<file path="src/logic/cise_regs.svh">
/*
 * constants of the can interrupt status encoder: priority codes, error
 * counter limits and flag positions.
 * assumes inclusion by bare name from the package and design files.
 */
`ifndef CISE_REGS_SVH
`define CISE_REGS_SVH

// ****************************************************************
// priority codes
// ****************************************************************
`define CISE_CODE_NONE 3'h0
`define CISE_CODE_ERR 3'h1
`define CISE_CODE_TX2 3'h2
`define CISE_CODE_TX1 3'h3
`define CISE_CODE_TX0 3'h4
`define CISE_CODE_RX1 3'h5
`define CISE_CODE_RX0 3'h6
`define CISE_CODE_WAK 3'h7

// ****************************************************************
// error counter limits
// ****************************************************************
`define CISE_WARN_LIMIT 9'h060
`define CISE_PASSIVE_LIMIT 9'h07f
`define CISE_BUSOFF_LIMIT 9'h0ff

// ****************************************************************
// source positions in the flag vector
// ****************************************************************
`define CISE_SRC_ERR 0
`define CISE_SRC_TX0 1
`define CISE_SRC_TX1 2
`define CISE_SRC_TX2 3
`define CISE_SRC_RX0 4
`define CISE_SRC_RX1 5
`define CISE_SRC_WAK 6
`define CISE_SRC_MSG 7
`define CISE_NSRC 8

`endif

</file>
<file path="src/logic/cise_pkg.sv">
/*
 * types of the can interrupt status encoder.
 * assumes the constants header sits beside it.
 */
`include "cise_regs.svh"

package cise_pkg;

    // ************************************************************
    // carriers
    // ************************************************************
    // one bit per source, positions as the header gives them
    typedef logic [`CISE_NSRC-1:0] cise_src_t;

    // error status bits read by the host
    typedef struct packed {
        logic rxOverflow1;
        logic rxOverflow0;
        logic rxWarn;
        logic txWarn;
        logic rxPassive;
        logic txPassive;
        logic busOff;
    } cise_comm_status_t;

endpackage

</file>
<file path="src/logic/cise_err_state.sv">
/*
 * error state decoder: warning, passive and bus-off from the counters.
 * assumes the counters come from the protocol engine on ref_clk.
 */
`timescale 1ns/10ps
`include "cise_regs.svh"

module cise_err_state (
    input wire logic ref_clk,
    input wire logic rst_n,
    input wire logic [8:0] rxErrCount,
    input wire logic [8:0] txErrCount,
    output logic rxWarn_r,
    output logic txWarn_r,
    output logic rxPassive_r,
    output logic txPassive_r,
    output logic busOff_r
);

    // ************************************************************
    // threshold compare, registered
    // ************************************************************
    always_ff @(posedge ref_clk) begin
        if (!rst_n) begin
            rxWarn_r <= 1'b0;
            txWarn_r <= 1'b0;
            rxPassive_r <= 1'b0;
            txPassive_r <= 1'b0;
            busOff_r <= 1'b0;
        end else begin
            rxWarn_r <= rxErrCount >= `CISE_WARN_LIMIT;
            txWarn_r <= txErrCount >= `CISE_WARN_LIMIT;
            rxPassive_r <= rxErrCount > `CISE_PASSIVE_LIMIT;
            txPassive_r <= txErrCount > `CISE_PASSIVE_LIMIT;
            busOff_r <= txErrCount > `CISE_BUSOFF_LIMIT;
        end
    end
endmodule

</file>
<file path="src/logic/cise_top.sv">
/*
 * can interrupt status encoder: sticky source flags, enables, 3-bit
 * priority code, error status flags and combined interrupt request.
 * assumes protocol-engine events are one-cycle pulses on ref_clk and
 * host clears are one-cycle pulses on ref_clk; busActivity is a pin.
 */
`timescale 1ns/10ps
`include "cise_regs.svh"

// Functional notes
// - code 0 none, 1 error, 2..4 tx buffers 2..0, 5..6 rx 1..0, 7 wake.
// - message errors set the message-error flag; enabled, it interrupts.
// - asleep with wake enabled, bus activity sets wake and raises the wake request.
// - overflow or error-state change sets the error flag; status tells.
// - accepted message with its receive buffer full sets its overflow bit.
// - receive warning when the receive error count reaches 96.
// - transmit warning when the transmit error count reaches 96.
// - count above 127 gives the matching passive flag.
// - transmit count above 255 gives bus-off.
// - interrupt stays pending while any of its enabled flags is set.
// - host clears are ignored while the cause is still present.
// - once the top source clears, the code moves to the next one.
// - a transmit buffer going empty sets its flag.
// - a receive buffer loaded at end of frame sets its flag.
module cise_top (
    input wire logic ref_clk,
    input wire logic rst_n,
    input wire cise_pkg::cise_src_t srcEnable,
    input wire cise_pkg::cise_src_t hostClear,
    input wire logic [1:0] ovflClear,
    input wire logic [2:0] txBufEmpty,
    input wire logic [1:0] rxBufLoaded,
    input wire logic msgError,
    input wire logic [1:0] rxAcceptBuf,
    input wire logic [1:0] rxBufFull,
    input wire logic sleepMode,
    input wire logic busActivity,
    input wire logic [8:0] rxErrCount,
    input wire logic [8:0] txErrCount,
    output cise_pkg::cise_src_t srcFlag_r,
    output cise_pkg::cise_comm_status_t commStatus_r,
    output logic [2:0] irqPriorityCode_r,
    output logic irqRequest_r,
    output logic wakeRequest_r
);
    import cise_pkg::*;

    // ************************************************************
    // pin synchroniser for bus activity
    // ************************************************************
    logic [2:0] actSync_r;
    logic actLevel_r;
    logic actRise;

    // a change counts once the second and third stages agree
    always_ff @(posedge ref_clk) begin
        if (!rst_n) begin
            actSync_r <= 3'h0;
            actLevel_r <= 1'b0;
        end else begin
            actSync_r <= {actSync_r[1:0], busActivity};
            if (actSync_r[1] == actSync_r[2]) begin
                actLevel_r <= actSync_r[2];
            end
        end
    end
    assign actRise = (actSync_r[1] == actSync_r[2]) && actSync_r[2] &&
        !actLevel_r;

    // ************************************************************
    // error state decode
    // ************************************************************
    logic rxWarn;
    logic txWarn;
    logic rxPassive;
    logic txPassive;
    logic busOff;

    cise_err_state u_err_state (
        .ref_clk(ref_clk),
        .rst_n(rst_n),
        .rxErrCount(rxErrCount),
        .txErrCount(txErrCount),
        .rxWarn_r(rxWarn),
        .txWarn_r(txWarn),
        .rxPassive_r(rxPassive),
        .txPassive_r(txPassive),
        .busOff_r(busOff)
    );

    // ************************************************************
    // receive overflow bits
    // ************************************************************
    logic [1:0] ovflSet;
    logic [1:0] ovflNxt;

    genvar gi;
    generate
        for (gi = 0; gi < 2; gi++) begin : g_ovfl
            assign ovflSet[gi] = rxAcceptBuf[gi] && rxBufFull[gi];
            // set beats a same-cycle clear so no overflow is lost
            assign ovflNxt[gi] = ovflSet[gi] ||
                (commStatus_r[5+gi] && !ovflClear[gi]);
        end
    endgenerate

    // ************************************************************
    // error status register and change detect
    // ************************************************************
    logic [4:0] stateNow;
    logic [4:0] stateOld_r;
    logic stateChange;

    assign stateNow = {rxWarn, txWarn, rxPassive, txPassive, busOff};
    assign stateChange = stateNow != stateOld_r;

    always_ff @(posedge ref_clk) begin
        if (!rst_n) begin
            commStatus_r <= '0;
            stateOld_r <= 5'h0;
        end else begin
            commStatus_r <= {ovflNxt, stateNow};
            stateOld_r <= stateNow;
        end
    end

    // ************************************************************
    // sticky source flags
    // ************************************************************
    cise_src_t setEvt;
    cise_src_t hold;
    cise_src_t flagNxt;

    // one set term per source
    always_comb begin
        setEvt = '0;
        setEvt[`CISE_SRC_ERR] = stateChange || (|ovflSet);
        setEvt[`CISE_SRC_TX0] = txBufEmpty[0];
        setEvt[`CISE_SRC_TX1] = txBufEmpty[1];
        setEvt[`CISE_SRC_TX2] = txBufEmpty[2];
        setEvt[`CISE_SRC_RX0] = rxBufLoaded[0];
        setEvt[`CISE_SRC_RX1] = rxBufLoaded[1];
        setEvt[`CISE_SRC_WAK] = sleepMode && actRise &&
            srcEnable[`CISE_SRC_WAK];
        setEvt[`CISE_SRC_MSG] = msgError;
    end

    // a clear is refused while the cause still stands
    always_comb begin
        hold = '0;
        hold[`CISE_SRC_ERR] = |commStatus_r[6:5];
        hold[`CISE_SRC_TX0] = txBufEmpty[0];
        hold[`CISE_SRC_TX1] = txBufEmpty[1];
        hold[`CISE_SRC_TX2] = txBufEmpty[2];
    end

    // the wake flag is never dropped by the block itself
    assign flagNxt = setEvt | (srcFlag_r & ~(hostClear & ~hold));

    always_ff @(posedge ref_clk) begin
        if (!rst_n) begin
            srcFlag_r <= '0;
        end else begin
            srcFlag_r <= flagNxt;
        end
    end

    // ************************************************************
    // priority encode and request
    // ************************************************************
    function automatic logic [2:0] encode(input cise_src_t act);
        logic [2:0] c;
        c = `CISE_CODE_NONE;
        if (act[`CISE_SRC_ERR]) c = `CISE_CODE_ERR;
        else if (act[`CISE_SRC_TX0]) c = `CISE_CODE_TX0;
        else if (act[`CISE_SRC_TX1]) c = `CISE_CODE_TX1;
        else if (act[`CISE_SRC_TX2]) c = `CISE_CODE_TX2;
        else if (act[`CISE_SRC_RX0]) c = `CISE_CODE_RX0;
        else if (act[`CISE_SRC_RX1]) c = `CISE_CODE_RX1;
        else if (act[`CISE_SRC_WAK]) c = `CISE_CODE_WAK;
        return c;
    endfunction

    cise_src_t active;
    assign active = flagNxt & srcEnable;

    // code and request follow the flags in the same edge
    always_ff @(posedge ref_clk) begin
        if (!rst_n) begin
            irqPriorityCode_r <= `CISE_CODE_NONE;
            irqRequest_r <= 1'b0;
        end else begin
            irqPriorityCode_r <= encode(active);
            irqRequest_r <= |active;
        end
    end

    // wake request lasts while the wake flag is up and enabled
    always_ff @(posedge ref_clk) begin
        if (!rst_n) begin
            wakeRequest_r <= 1'b0;
        end else begin
            wakeRequest_r <= active[`CISE_SRC_WAK];
        end
    end
endmodule
</file>
<file path="config.mk">
export PLATFORM = sky130hd
export DESIGN_NAME = cise_top
export DESIGN_NICKNAME = d
export VERILOG_FILES = /design/src/logic/cise_pkg.sv /design/src/logic/cise_err_state.sv /design/src/logic/cise_top.sv
export VERILOG_INCLUDE_DIRS = /design/src /design/src/logic
export SDC_FILE = /design/constraint.sdc
export NUM_CORES = 1
export LEC_CHECK = 0
export CORE_MARGIN = 10
export CORE_UTILIZATION = 45
export CTS_BUF_LIST = sky130_fd_sc_hd__clkbuf_8
export DETAILED_ROUTE_END_ITERATION = 8
export DONT_BUFFER_PORTS = 1
export PLACE_DENSITY = 0.71
export SLEW_MARGIN = 20
export SYNTH_ARGS = -nofsm -noshare
export SYNTH_HDL_FRONTEND = slang
export SYNTH_SLANG_ARGS = --single-unit
</file>
<file path="constraint.sdc">
create_clock -name ref_clk -period 1.5 [get_ports ref_clk]
set_input_delay 0.3 -clock ref_clk [delete_from_list [all_inputs] [get_ports ref_clk]]
set_output_delay 0.3 -clock ref_clk [all_outputs]
set_load 0.005 [all_outputs]
</file>
==> impl_metrics.env, run 1 <==
export IMPL_outcome="finished, violations left"
export IMPL_violations="setup timing"
export IMPL_clockBufferDepth=2
export IMPL_cts_made_buffers=5
export IMPL_placed_cell_area_um2=1140
export IMPL_rr_worst_depth=5
export IMPL_hp_class="in2reg"
export IMPL_fin_util=0.557
export IMPL_min_from="rst_n"
export IMPL_gp_congestion=0.749
export IMPL_required_ns=1.68
export IMPL_placed_cells=147
export IMPL_dp_hpwl_um=2050
export IMPL_num_vias=799
export IMPL_core_um2=2230
export IMPL_worstReg2RegEnd="irqPriorityCode_r[1]"
export IMPL_cts_tree="done"
export IMPL_p_leak_nw=0.537
export IMPL_route_antenna_remaining_nets=0
export IMPL_synth_area_um2=1070
export IMPL_die_x_um=68.8
export IMPL_grt_total_usage=0.107
export IMPL_crit_arrival_ns=1.68
export IMPL_fin_crit_ns=1.50
export IMPL_drtIter0Drc=15
export IMPL_clock_sinks=29
export IMPL_h_tree_depth=2
export IMPL_io_buffers=0
export IMPL_start_util=0.480
export IMPL_wire_per_inst_um=15.8
export IMPL_insertion_delay_ns=0.27
export IMPL_grt_max_degree=14
export IMPL_hold_viol=0
export IMPL_min_to="actSync_r[1]"
export IMPL_core_rowCount=17
export IMPL_antennaDiodeCount=0
export IMPL_syn_nets=166
export IMPL_yosysSeqAreaShare=0.541
export IMPL_drv_slew=0
export IMPL_holdPathStages=1
export IMPL_crit_start="stateOld_r[2]"
export IMPL_rrSetupSlack_ns=-0.001
export IMPL_end_kind="flip-flop"
export IMPL_setup_viol=1
export IMPL_tightest_slew_ns=0.391
export IMPL_io_pins=70
export IMPL_die_y_um=68.8
export IMPL_grt_pass1_vias=838
export IMPL_clk_pin_slew_ns=0.06
export IMPL_cp_max_fo=3
export IMPL_syn_area_per_cell_um2=9.32
export IMPL_drtPass1Iterations=4
export IMPL_stdcell_area_um2=1240
export IMPL_via_per_inst=5.19
export IMPL_fmax_mhz=666
export IMPL_drv_cap=0
export IMPL_fin_ws_ns=-0.00139
export IMPL_maxSlewHeadroom=0.737
export IMPL_irDropWorstVdd_v=0.000743
export IMPL_clock_root_buffer="clkbuf_8"
export IMPL_fin_hold_ws_ns=0.152
export IMPL_finalNetCount=177
export IMPL_cts_setup_buffers=0
export IMPL_grt_ovfl_total=0
export IMPL_stdcell_count=154
export IMPL_fin_skew_ns=0.00317
export IMPL_grt_pass1_wl_um=3740
export IMPL_ys_types=24
export IMPL_ys_warnings_count=0
export IMPL_worstSetupStartpointType="flip-flop"
export IMPL_rsz0062_at_grt="true"
export IMPL_layout_drive_gt1_share=0.143
export IMPL_rr_startpoint="stateOld_r[2]"
export IMPL_drc=0
export IMPL_antenna_found_initial=0
export IMPL_die_area_um2=4740
export IMPL_p_per_area_nw_per_um2=1270
export IMPL_routed_wl_um=2440
export IMPL_fillers=215
export IMPL_syn2layout_area_growth_pct=16.0
export IMPL_synth_seq_cells=29
export IMPL_worst_setup_path_type="reg2reg"
export IMPL_fin_crit_sh=1.00
export IMPL_synthCells=115
-- layout by cell type (no fill, tap or decap), drive strengths merged --
cell type  Yosys  routed
a21oi          8       8
a311oi         1       1
a31oi          2       2
a41oi          2       2
and2          10      10
and3b          1       1
buf            0       6
clkbuf         2       6
clkinv         1       1
dfxtp         29      29
ha             1       1
inv            5       6
mux2i          1       1
nand2          6       6
nand2b         4       4
nand3          1       1
nor2          21      21
nor2b          6       6
nor4           1       1
o21a           2       2
o21ai          4       4
o31ai          2       2
xnor2          1       1
xor2           4       4
-- timing repair --
action                     4_1_cts  5_1_grt
cloned                           0        0
setup endpoints to repair        1        3
pin swaps                        0        3
hold buffers                     0        0
gates resized for setup          0        4
-- cell type report --
type / count / area (um2) / share of cell area
Timing Repair Buffer: 6 / 45.0 / 0.0362
Multi-Input combinational cell: 78 / 473 / 0.380
Clock inverter: 1 / 3.75 / 0.00302
Clock buffer: 6 / 82.6 / 0.0664
Tap cell: 28 / 35.0 / 0.0282
Inverter: 6 / 22.5 / 0.0181
Sequential cell: 29 / 582 / 0.468
-- worst max-delay path, stage by stage, from the launching register on --
cell and delay [ns]:
dfxtp_2 0.33, xor2_1 0.17, nor4_2 0.34, a41oi_2 0.19, nand2b_4 0.18, a311oi_2 0.19
-- cells in the mapped netlist --
cell type  number  share of area
nor4_2          1          0.012
mux2i_1         1         0.0093
nor2_1         21          0.074
and2_1         10          0.058
xnor2_1         1         0.0082
o21a_1          2          0.014
nor2b_1         6          0.035
clkbuf_1        2         0.0070
nand2b_1        3          0.018
a21oi_1         8          0.037
inv_1           5          0.018
o21ai_0         4          0.019
clkinv_1        1         0.0035
and3b_1         1         0.0082
nand2b_4        1          0.013
nand2_1         6          0.021
a311oi_2        1          0.014
xor2_1          4          0.033
dfxtp_1        29           0.54
nand3_1         1         0.0047
ha_1            1          0.012
a41oi_1         2          0.016
a31oi_1         2          0.012
o31ai_1         2          0.014
-- kinds of logic after synthesis --
logic type	after synthesis	share of synthesized area
simple gates	50	0.243
flops	29	0.541
compound gates	21	0.126
buf+inv	8	0.0280
xor+xnor	5	0.0408
mux	1	0.00934
fa+ha+maj	1	0.0117
-- registers in the layout, indices dropped and copies added (netlist names) --
name	flops
srcFlag_r	8
stateOld_r	4
actSync_r	3
commStatus_r	3
irqPriorityCode_r	3
actLevel_r	1
irqRequest_r	1
u_err_state.busOff_r	1
u_err_state.rxPassive_r	1
u_err_state.rxWarn_r	1
u_err_state.txPassive_r	1
u_err_state.txWarn_r	1
wakeRequest_r	1
-- power breakdown --
group          internal (mW)  switching (mW)  leakage, nW
clock                  0.356           0.261       0.0485
combinational         0.0595          0.0623        0.248
sequential             0.815          0.0289        0.241
-- how the worst max path moves through the flow --
stage                            to  slack (ns)
5_1_grt        irqPriorityCode_r[1]       -0.10
2_1_floorplan  irqPriorityCode_r[1]        0.14
3_3_place_gp   irqPriorityCode_r[1]        0.04
6_report       irqPriorityCode_r[1]      -0.001
4_1_cts        irqPriorityCode_r[1]       -0.02
3_5_place_dp   irqPriorityCode_r[1]      -0.002
-- stage by stage --
| stage | setup TNS, ns | worst slack (ns) | total power, mW |
|---|---|---|---|
| floorplan | 0 | 0.140 | 0.945 |
| global placement | 0 | 0.0386 | 0.973 |
| detailed placement | -0.00164 | -0.00164 | 0.980 |
| CTS | -0.0171 | -0.0171 | 1.59 |
| global route | -0.116 | -0.101 | 1.66 |
| finish | -0.00139 | -0.00139 | 1.58 |
-- per-layer routing --
metal / share of wire / vias to the layer above / track usage
li1: - / 396 / -
met1: 0.35 / 359 / 0.108
met2: 0.49 / 37 / 0.169
met3: 0.14 / 7 / 0.0580
met4: 0.020 / 0 / 0.0665
met5: 0 / - / 0
Power figures use the tool's default switching activity.
==> run 2: changes to the inputs <==
- CELL_PAD_IN_SITES_DETAIL_PLACEMENT: unset -> 1
- CELL_PAD_IN_SITES_GLOBAL_PLACEMENT: unset -> 2
- CORE_UTILIZATION: 45 -> 34
- PLACE_DENSITY: 0.71 -> 0.9
==> run 2 against run 1 <==
Effect of this change:
- the run now ends clean
- final area is 6.2% higher
- critical path depth rose by 1
- routed wire length up 15%
==> impl_metrics.env, run 2 (synthesized netlist as in run 1, its figures left out) <==
export IMPL_outcome="finished, final reports clean"
export IMPL_dp_slack_ns=-0.0355
export IMPL_stdcell_area_um2=1320
export IMPL_finalNetCount=181
export IMPL_core_rowCount=20
export IMPL_worst_setup_path_type="reg2reg"
export IMPL_drv_slew=0
export IMPL_via_per_inst=4.67
export IMPL_io_buffers=0
export IMPL_die_area_um2=5800
export IMPL_start_util=0.354
export IMPL_setup_viol=0
export IMPL_cts_made_buffers=5
export IMPL_crit_start="commStatus_r[4]"
export IMPL_end_kind="flip-flop"
export IMPL_tightest_slew_ns=0.454
export IMPL_crit_arrival_ns=1.66
export IMPL_irDropWorstVdd_v=0.000522
export IMPL_route_antenna_remaining_nets=0
export IMPL_fillers=347
export IMPL_final_cell_mix="27 x dfxtp_1, 21 x nor2_1, 10 x and2_1, 10 x buf_4"
export IMPL_grt_pass1_wl_um=4430
export IMPL_p_per_area_nw_per_um2=1260
export IMPL_grt_total_usage=0.0954
export IMPL_drtIter0Drc=24
export IMPL_placed_cells=162
export IMPL_report_power_total_mw=1.67
export IMPL_fin_ws_ns=0.0282
export IMPL_cts_tree="done"
export IMPL_crit_chain="xor2_1 -> nor4_2 -> buf_4 -> a41oi_4 -> nand2b_4 -> a311oi_2"
export IMPL_clk_pin_slew_ns=0.06
export IMPL_fin_crit_ns=1.47
export IMPL_insertion_delay_ns=0.27
export IMPL_stdcell_count=175
export IMPL_grt_pass1_vias=923
export IMPL_fin_util=0.436
export IMPL_die_y_um=76.2
export IMPL_grt_max_degree=13
export IMPL_postCtsHoldBufs=0
export IMPL_critical_path_slowest_cell="dfxtp_2"
export IMPL_hold_viol=0
export IMPL_core_um2=3030
export IMPL_fin_crit_sh=0.981
export IMPL_fin_hold_ws_ns=0.156
export IMPL_drv_cap=0
export IMPL_drc=0
export IMPL_routed_wl_um=2800
export IMPL_antennaDiodeCount=0
export IMPL_setup_tns_ns=0
export IMPL_layout_drive_gt1_share=0.191
export IMPL_wire_per_inst_um=16.0
export IMPL_clock_sinks=29
export IMPL_die_x_um=76.2
export IMPL_num_vias=818
export IMPL_layout_commonest_cell="dfxtp_1"
export IMPL_rsz0062_at_grt="true"
export IMPL_hp_class="in2reg"
export IMPL_worstSetupStartpointType="flip-flop"
export IMPL_p_leak_nw=0.567
export IMPL_h_tree_depth=2
export IMPL_cp_max_fo=3
export IMPL_fin_skew_ns=0.00573
export IMPL_gp_congestion=0.661
export IMPL_regMostFlops="srcFlag_r"
export IMPL_antenna_found_initial=0
export IMPL_rr_startpoint="commStatus_r[4]"
export IMPL_fmax_mhz=679
export IMPL_critPathTopFamily="simple AND/OR/NAND/NOR gates"
export IMPL_min_from="rst_n"
export IMPL_maxSlewHeadroom=0.695
export IMPL_largest_reg_flops=8
export IMPL_clockBufferDepth=2
export IMPL_placed_cell_area_um2=1160
export IMPL_drtPass1Iterations=4
export IMPL_io_pins=70
export IMPL_required_ns=1.69
export IMPL_largestRegisters="srcFlag_r (8), stateOld_r (4)"
export IMPL_dp_hpwl_um=2260
export IMPL_clock_root_buffer="clkbuf_8"
export IMPL_cpPeakStageDelay_ns=0.33
export IMPL_grt_ovfl_total=0
export IMPL_worst_path_buf_inv=1
export IMPL_syn2layout_area_growth_pct=23.2
==> run 2: layer usage <==
| layer | part of all wire | wire [um] | GRT usage | up-vias |
|---|---|---|---|---|
| li1 | - | - | - | 405 |
| met4 | 0.012 | 33 | 0.0390 | 0 |
| met2 | 0.55 | 1540 | 0.178 | 30 |
| met3 | 0.086 | 240 | 0.0519 | 4 |
| met1 | 0.35 | 988 | 0.0825 | 379 |
| met5 | 0 | 0 | 0 | - |
==> run 2: area by class of cell <==
class                   instances  area [um2]  share of cell area
clock buffers                   7        96.3              0.0729
repair buffers                 10        75.1              0.0568
flip-flops and latches         29         583               0.441
well taps                      44        55.1              0.0417
clock inverters                 1        5.00             0.00379
inverters                       6        22.5              0.0170
multi-input cells              78         484               0.366
==> run 2: power by group <==
| part | leakage [nW] | switching [mW] | internal [mW] |
|---|---|---|---|
| clock | 0.0542 | 0.270 | 0.414 |
| sequential | 0.241 | 0.0298 | 0.815 |
| combinational | 0.271 | 0.0701 | 0.0719 |
==> run 2: worst paths after layout <==
path / endpoint / slack (ns) / depth (start not counted)
setup / recovery: irqPriorityCode_r[1] / 0.03 / 6
hold / removal: irqPriorityCode_r[1] / 0.16 / 2
setup reg to reg: irqPriorityCode_r[1] / 0.03 / 6
hold reg to reg: actSync_r[1] / 0.44 / 1
==> run 2: repair_timing <==
item | CTS | global route
pin swaps | 2 | 3
gates resized for setup | 2 | 5
hold endpoints to repair | 0 | 0
setup buffers | 3 | 2
setup endpoints to repair | 1 | 5
==> run 3: changes to the inputs <==
- PLACE_DENSITY: 0.9 -> 0.89
- RECOVER_POWER: unset -> 100
- SYNTH_HIERARCHICAL: unset -> 1
==> run 3 against run 2 <==
Effect of this change:
- worst setup slack gained 0.026 ns
- total power shrank 4.5%
- hold slack lost 0.022 ns
- critical path type unchanged
==> impl_metrics.env, run 3 <==
export IMPL_outcome="finished, final reports clean"
export IMPL_clockBufferDepth=2
export IMPL_fin_skew_ns=0.00441
export IMPL_hp_class="in2reg"
export IMPL_ys_types=24
export IMPL_required_ns=1.69
export IMPL_rsz0062_at_grt="true"
export IMPL_grt_pass1_vias=946
export IMPL_h_tree_depth=2
export IMPL_clock_sinks=29
export IMPL_final_cell_mix="28 x dfxtp_1, 16 x nor2_1, 10 x and2_1, 8 x nor2b_1, 7 x inv_1"
export IMPL_synth_commonest_cells="29 x dfxtp_1, 17 x nor2_1, 10 x and2_1"
export IMPL_synth_area_top_cells="dfxtp_1 53%, nor2_1 5.8%, and2_1 5.7%, nor2b_1 4.6%, xor2_1 3.2%"
export IMPL_hold_viol=0
export IMPL_syn2layout_area_growth_pct=18.1
export IMPL_largest_reg_flops=8
export IMPL_grt_max_degree=17
export IMPL_async_flop_share=0
export IMPL_layout_commonest_cell="dfxtp_1"
export IMPL_synth_edff_count=0
export IMPL_worst_setup_path_type="reg2reg"
export IMPL_io_buffers=0
export IMPL_die_x_um=76.7
export IMPL_num_vias=819
export IMPL_cp_max_fo=3
export IMPL_die_area_um2=5880
export IMPL_start_util=0.358
export IMPL_fin_crit_ns=1.45
export IMPL_setup_viol=0
export IMPL_critical_path_slowest_cell="dfxtp_1"
export IMPL_io_pins=70
export IMPL_critPathTopFamily="simple AND/OR/NAND/NOR gates"
export IMPL_worstSetupStartpointType="flip-flop"
export IMPL_crit_arrival_ns=1.64
export IMPL_antennaDiodeCount=0
export IMPL_finalNetCount=176
export IMPL_power_internal_mw=1.23
export IMPL_route_antenna_remaining_nets=0
export IMPL_clk_pin_slew_ns=0.06
export IMPL_grt_ovfl_total=0
export IMPL_irDropWorstVdd_v=0.000435
export IMPL_synth_most_common_cell="dfxtp_1"
export IMPL_power_switching_mw=0.360
export IMPL_fmax_mhz=692
export IMPL_p_per_area_nw_per_um2=1240
export IMPL_yosysSeqAreaShare=0.532
export IMPL_dp_hpwl_um=2230
export IMPL_fin_hold_ws_ns=0.133
export IMPL_setup_tns_ns=0
export IMPL_regMostFlops="srcFlag_r"
export IMPL_placed_cells=162
export IMPL_maxSlewHeadroom=0.702
export IMPL_wire_per_inst_um=16.1
export IMPL_largestRegisters="srcFlag_r (8), stateOld_r (4)"
export IMPL_cpPeakStageDelay_ns=0.33
export IMPL_drv_slew=0
export IMPL_synth_seq_cells=29
export IMPL_syn_nets=164
export IMPL_die_y_um=76.7
export IMPL_end_kind="flip-flop"
export IMPL_p_leak_nw=0.536
export IMPL_drv_cap=0
export IMPL_fin_crit_sh=0.964
export IMPL_insertion_delay_ns=0.28
export IMPL_synth_top_cell_by_area="dfxtp_1"
export IMPL_rrSetupSlack_ns=0.05
export IMPL_power_frac_seq=0.529
export IMPL_p_clk_frac=0.389
export IMPL_grt_total_usage=0.0968
export IMPL_drc=0
export IMPL_tightest_slew_ns=0.446
export IMPL_core_rowCount=20
export IMPL_worst_path_buf_inv=0
export IMPL_gp_congestion=0.732
export IMPL_synthCells=113
export IMPL_grt_pass1_wl_um=4460
export IMPL_synth_top_area_share=0.532
export IMPL_yosys_most_used_dff="dfxtp_1"
export IMPL_via_per_inst=4.85
export IMPL_synth_area_um2=1090
export IMPL_layout_drive_gt1_share=0.144
export IMPL_syn_area_per_cell_um2=9.67
export IMPL_ys_warnings_count=6
export IMPL_core_um2=3050
export IMPL_drtIter0Drc=13
export IMPL_crit_chain="xor2_2 -> nor4_4 -> a41oi_2 -> nand2b_4 -> a311oi_2"
export IMPL_clock_root_buffer="clkbuf_8"
export IMPL_cts_made_buffers=5
export IMPL_antenna_found_initial=0
export IMPL_p_sw_frac=0.226
export IMPL_routed_wl_um=2720
export IMPL_pwr_share_comb=0.082
export IMPL_stdcell_count=169
export IMPL_cts_tree="done"
export IMPL_drtPass1Iterations=2
==> run 3: repair_timing <==
| item | 4_1_cts | 5_1_grt |
|---|---|---|
| resized for setup | 1 | 6 |
| buffers inserted | 0 | 0 |
| hold buffers | 0 | 0 |
| setup endpoints to repair | 1 | 4 |
| pin swaps | 1 | 5 |
==> run 3: worst reg2reg max path, cell delays in order, from the launching register on <==
cell      delay [ns]
dfxtp_1         0.33
xor2_2          0.19
nor4_4          0.30
a41oi_2         0.19
nand2b_4        0.19
a311oi_2        0.17
==> run 3: worst paths after layout <==
| check | depth (start not counted) | end | startpoint |
|---|---|---|---|
| max reg2reg | 5 | irqPriorityCode_r[1] | u_err_state/rxWarn_r |
| min reg2reg | 1 | actSync_r[1] | actSync_r[0] |
| min | 1 | u_err_state/txPassive_r | txErrCount[7] |
| max | 5 | irqPriorityCode_r[1] | u_err_state/rxWarn_r |
==> run 3: final cells by class <==
class / count / area (um2)
Fill cell: 363 / 1760
Sequential cell: 29 / 582
Multi-Input combinational cell: 76 / 503
Clock buffer: 6 / 82.6
Tap cell: 44 / 55.1
Timing Repair Buffer: 7 / 41.3
Inverter: 6 / 22.5
Clock inverter: 1 / 3.75
==> run 3: logic make-up (layout without fill, tap and decap cells) <==
kind of cell               count (synthesis)  after routing  share of synthesized area
buffers and inverters                      8             20                     0.0275
xor gates and xnor gates                   5              5                     0.0401
AOI/OAI and AO/OA                         23             23                      0.151
and+or+nand+nor                           46             46                      0.229
muxes                                      1              1                    0.00916
DFF                                       29             29                      0.532
adders and majority gates                  1              1                     0.0115
==> run 3: stage by stage <==
stage | power [mW] | setup WS (ns) | cell area, um2 | util
global route | 1.69 | -0.0109 | 1290 | 0.423
finish | 1.59 | 0.0541 | 1290 | 0.423
global placement | 0.979 | 0.00165 | 1190 | 0.391
detailed placement | 0.986 | 0.0101 | 1190 | 0.391
floorplan | 0.946 | 0.140 | 1090 | -
CTS | 1.62 | 0.00430 | 1290 | 0.421
==> run 3: per-layer routing <==
| layer | share of wire | GRT usage |
|---|---|---|
| met5 | 0 | 0 |
| met4 | 0.014 | 0.0558 |
| met3 | 0.15 | 0.0897 |
| met2 | 0.47 | 0.153 |
| met1 | 0.36 | 0.0783 |
==> run 3: power groups by stage <==
stage / Combinational (mW) / Sequential (mW) / Clock, mW
2_1_floorplan: 0.0937 / 0.852 / 0
3_3_place_gp: 0.120 / 0.859 / 0
3_5_place_dp: 0.126 / 0.861 / 0
4_1_cts: 0.128 / 0.844 / 0.650
5_1_grt: 0.148 / 0.849 / 0.691
6_report: 0.131 / 0.844 / 0.619
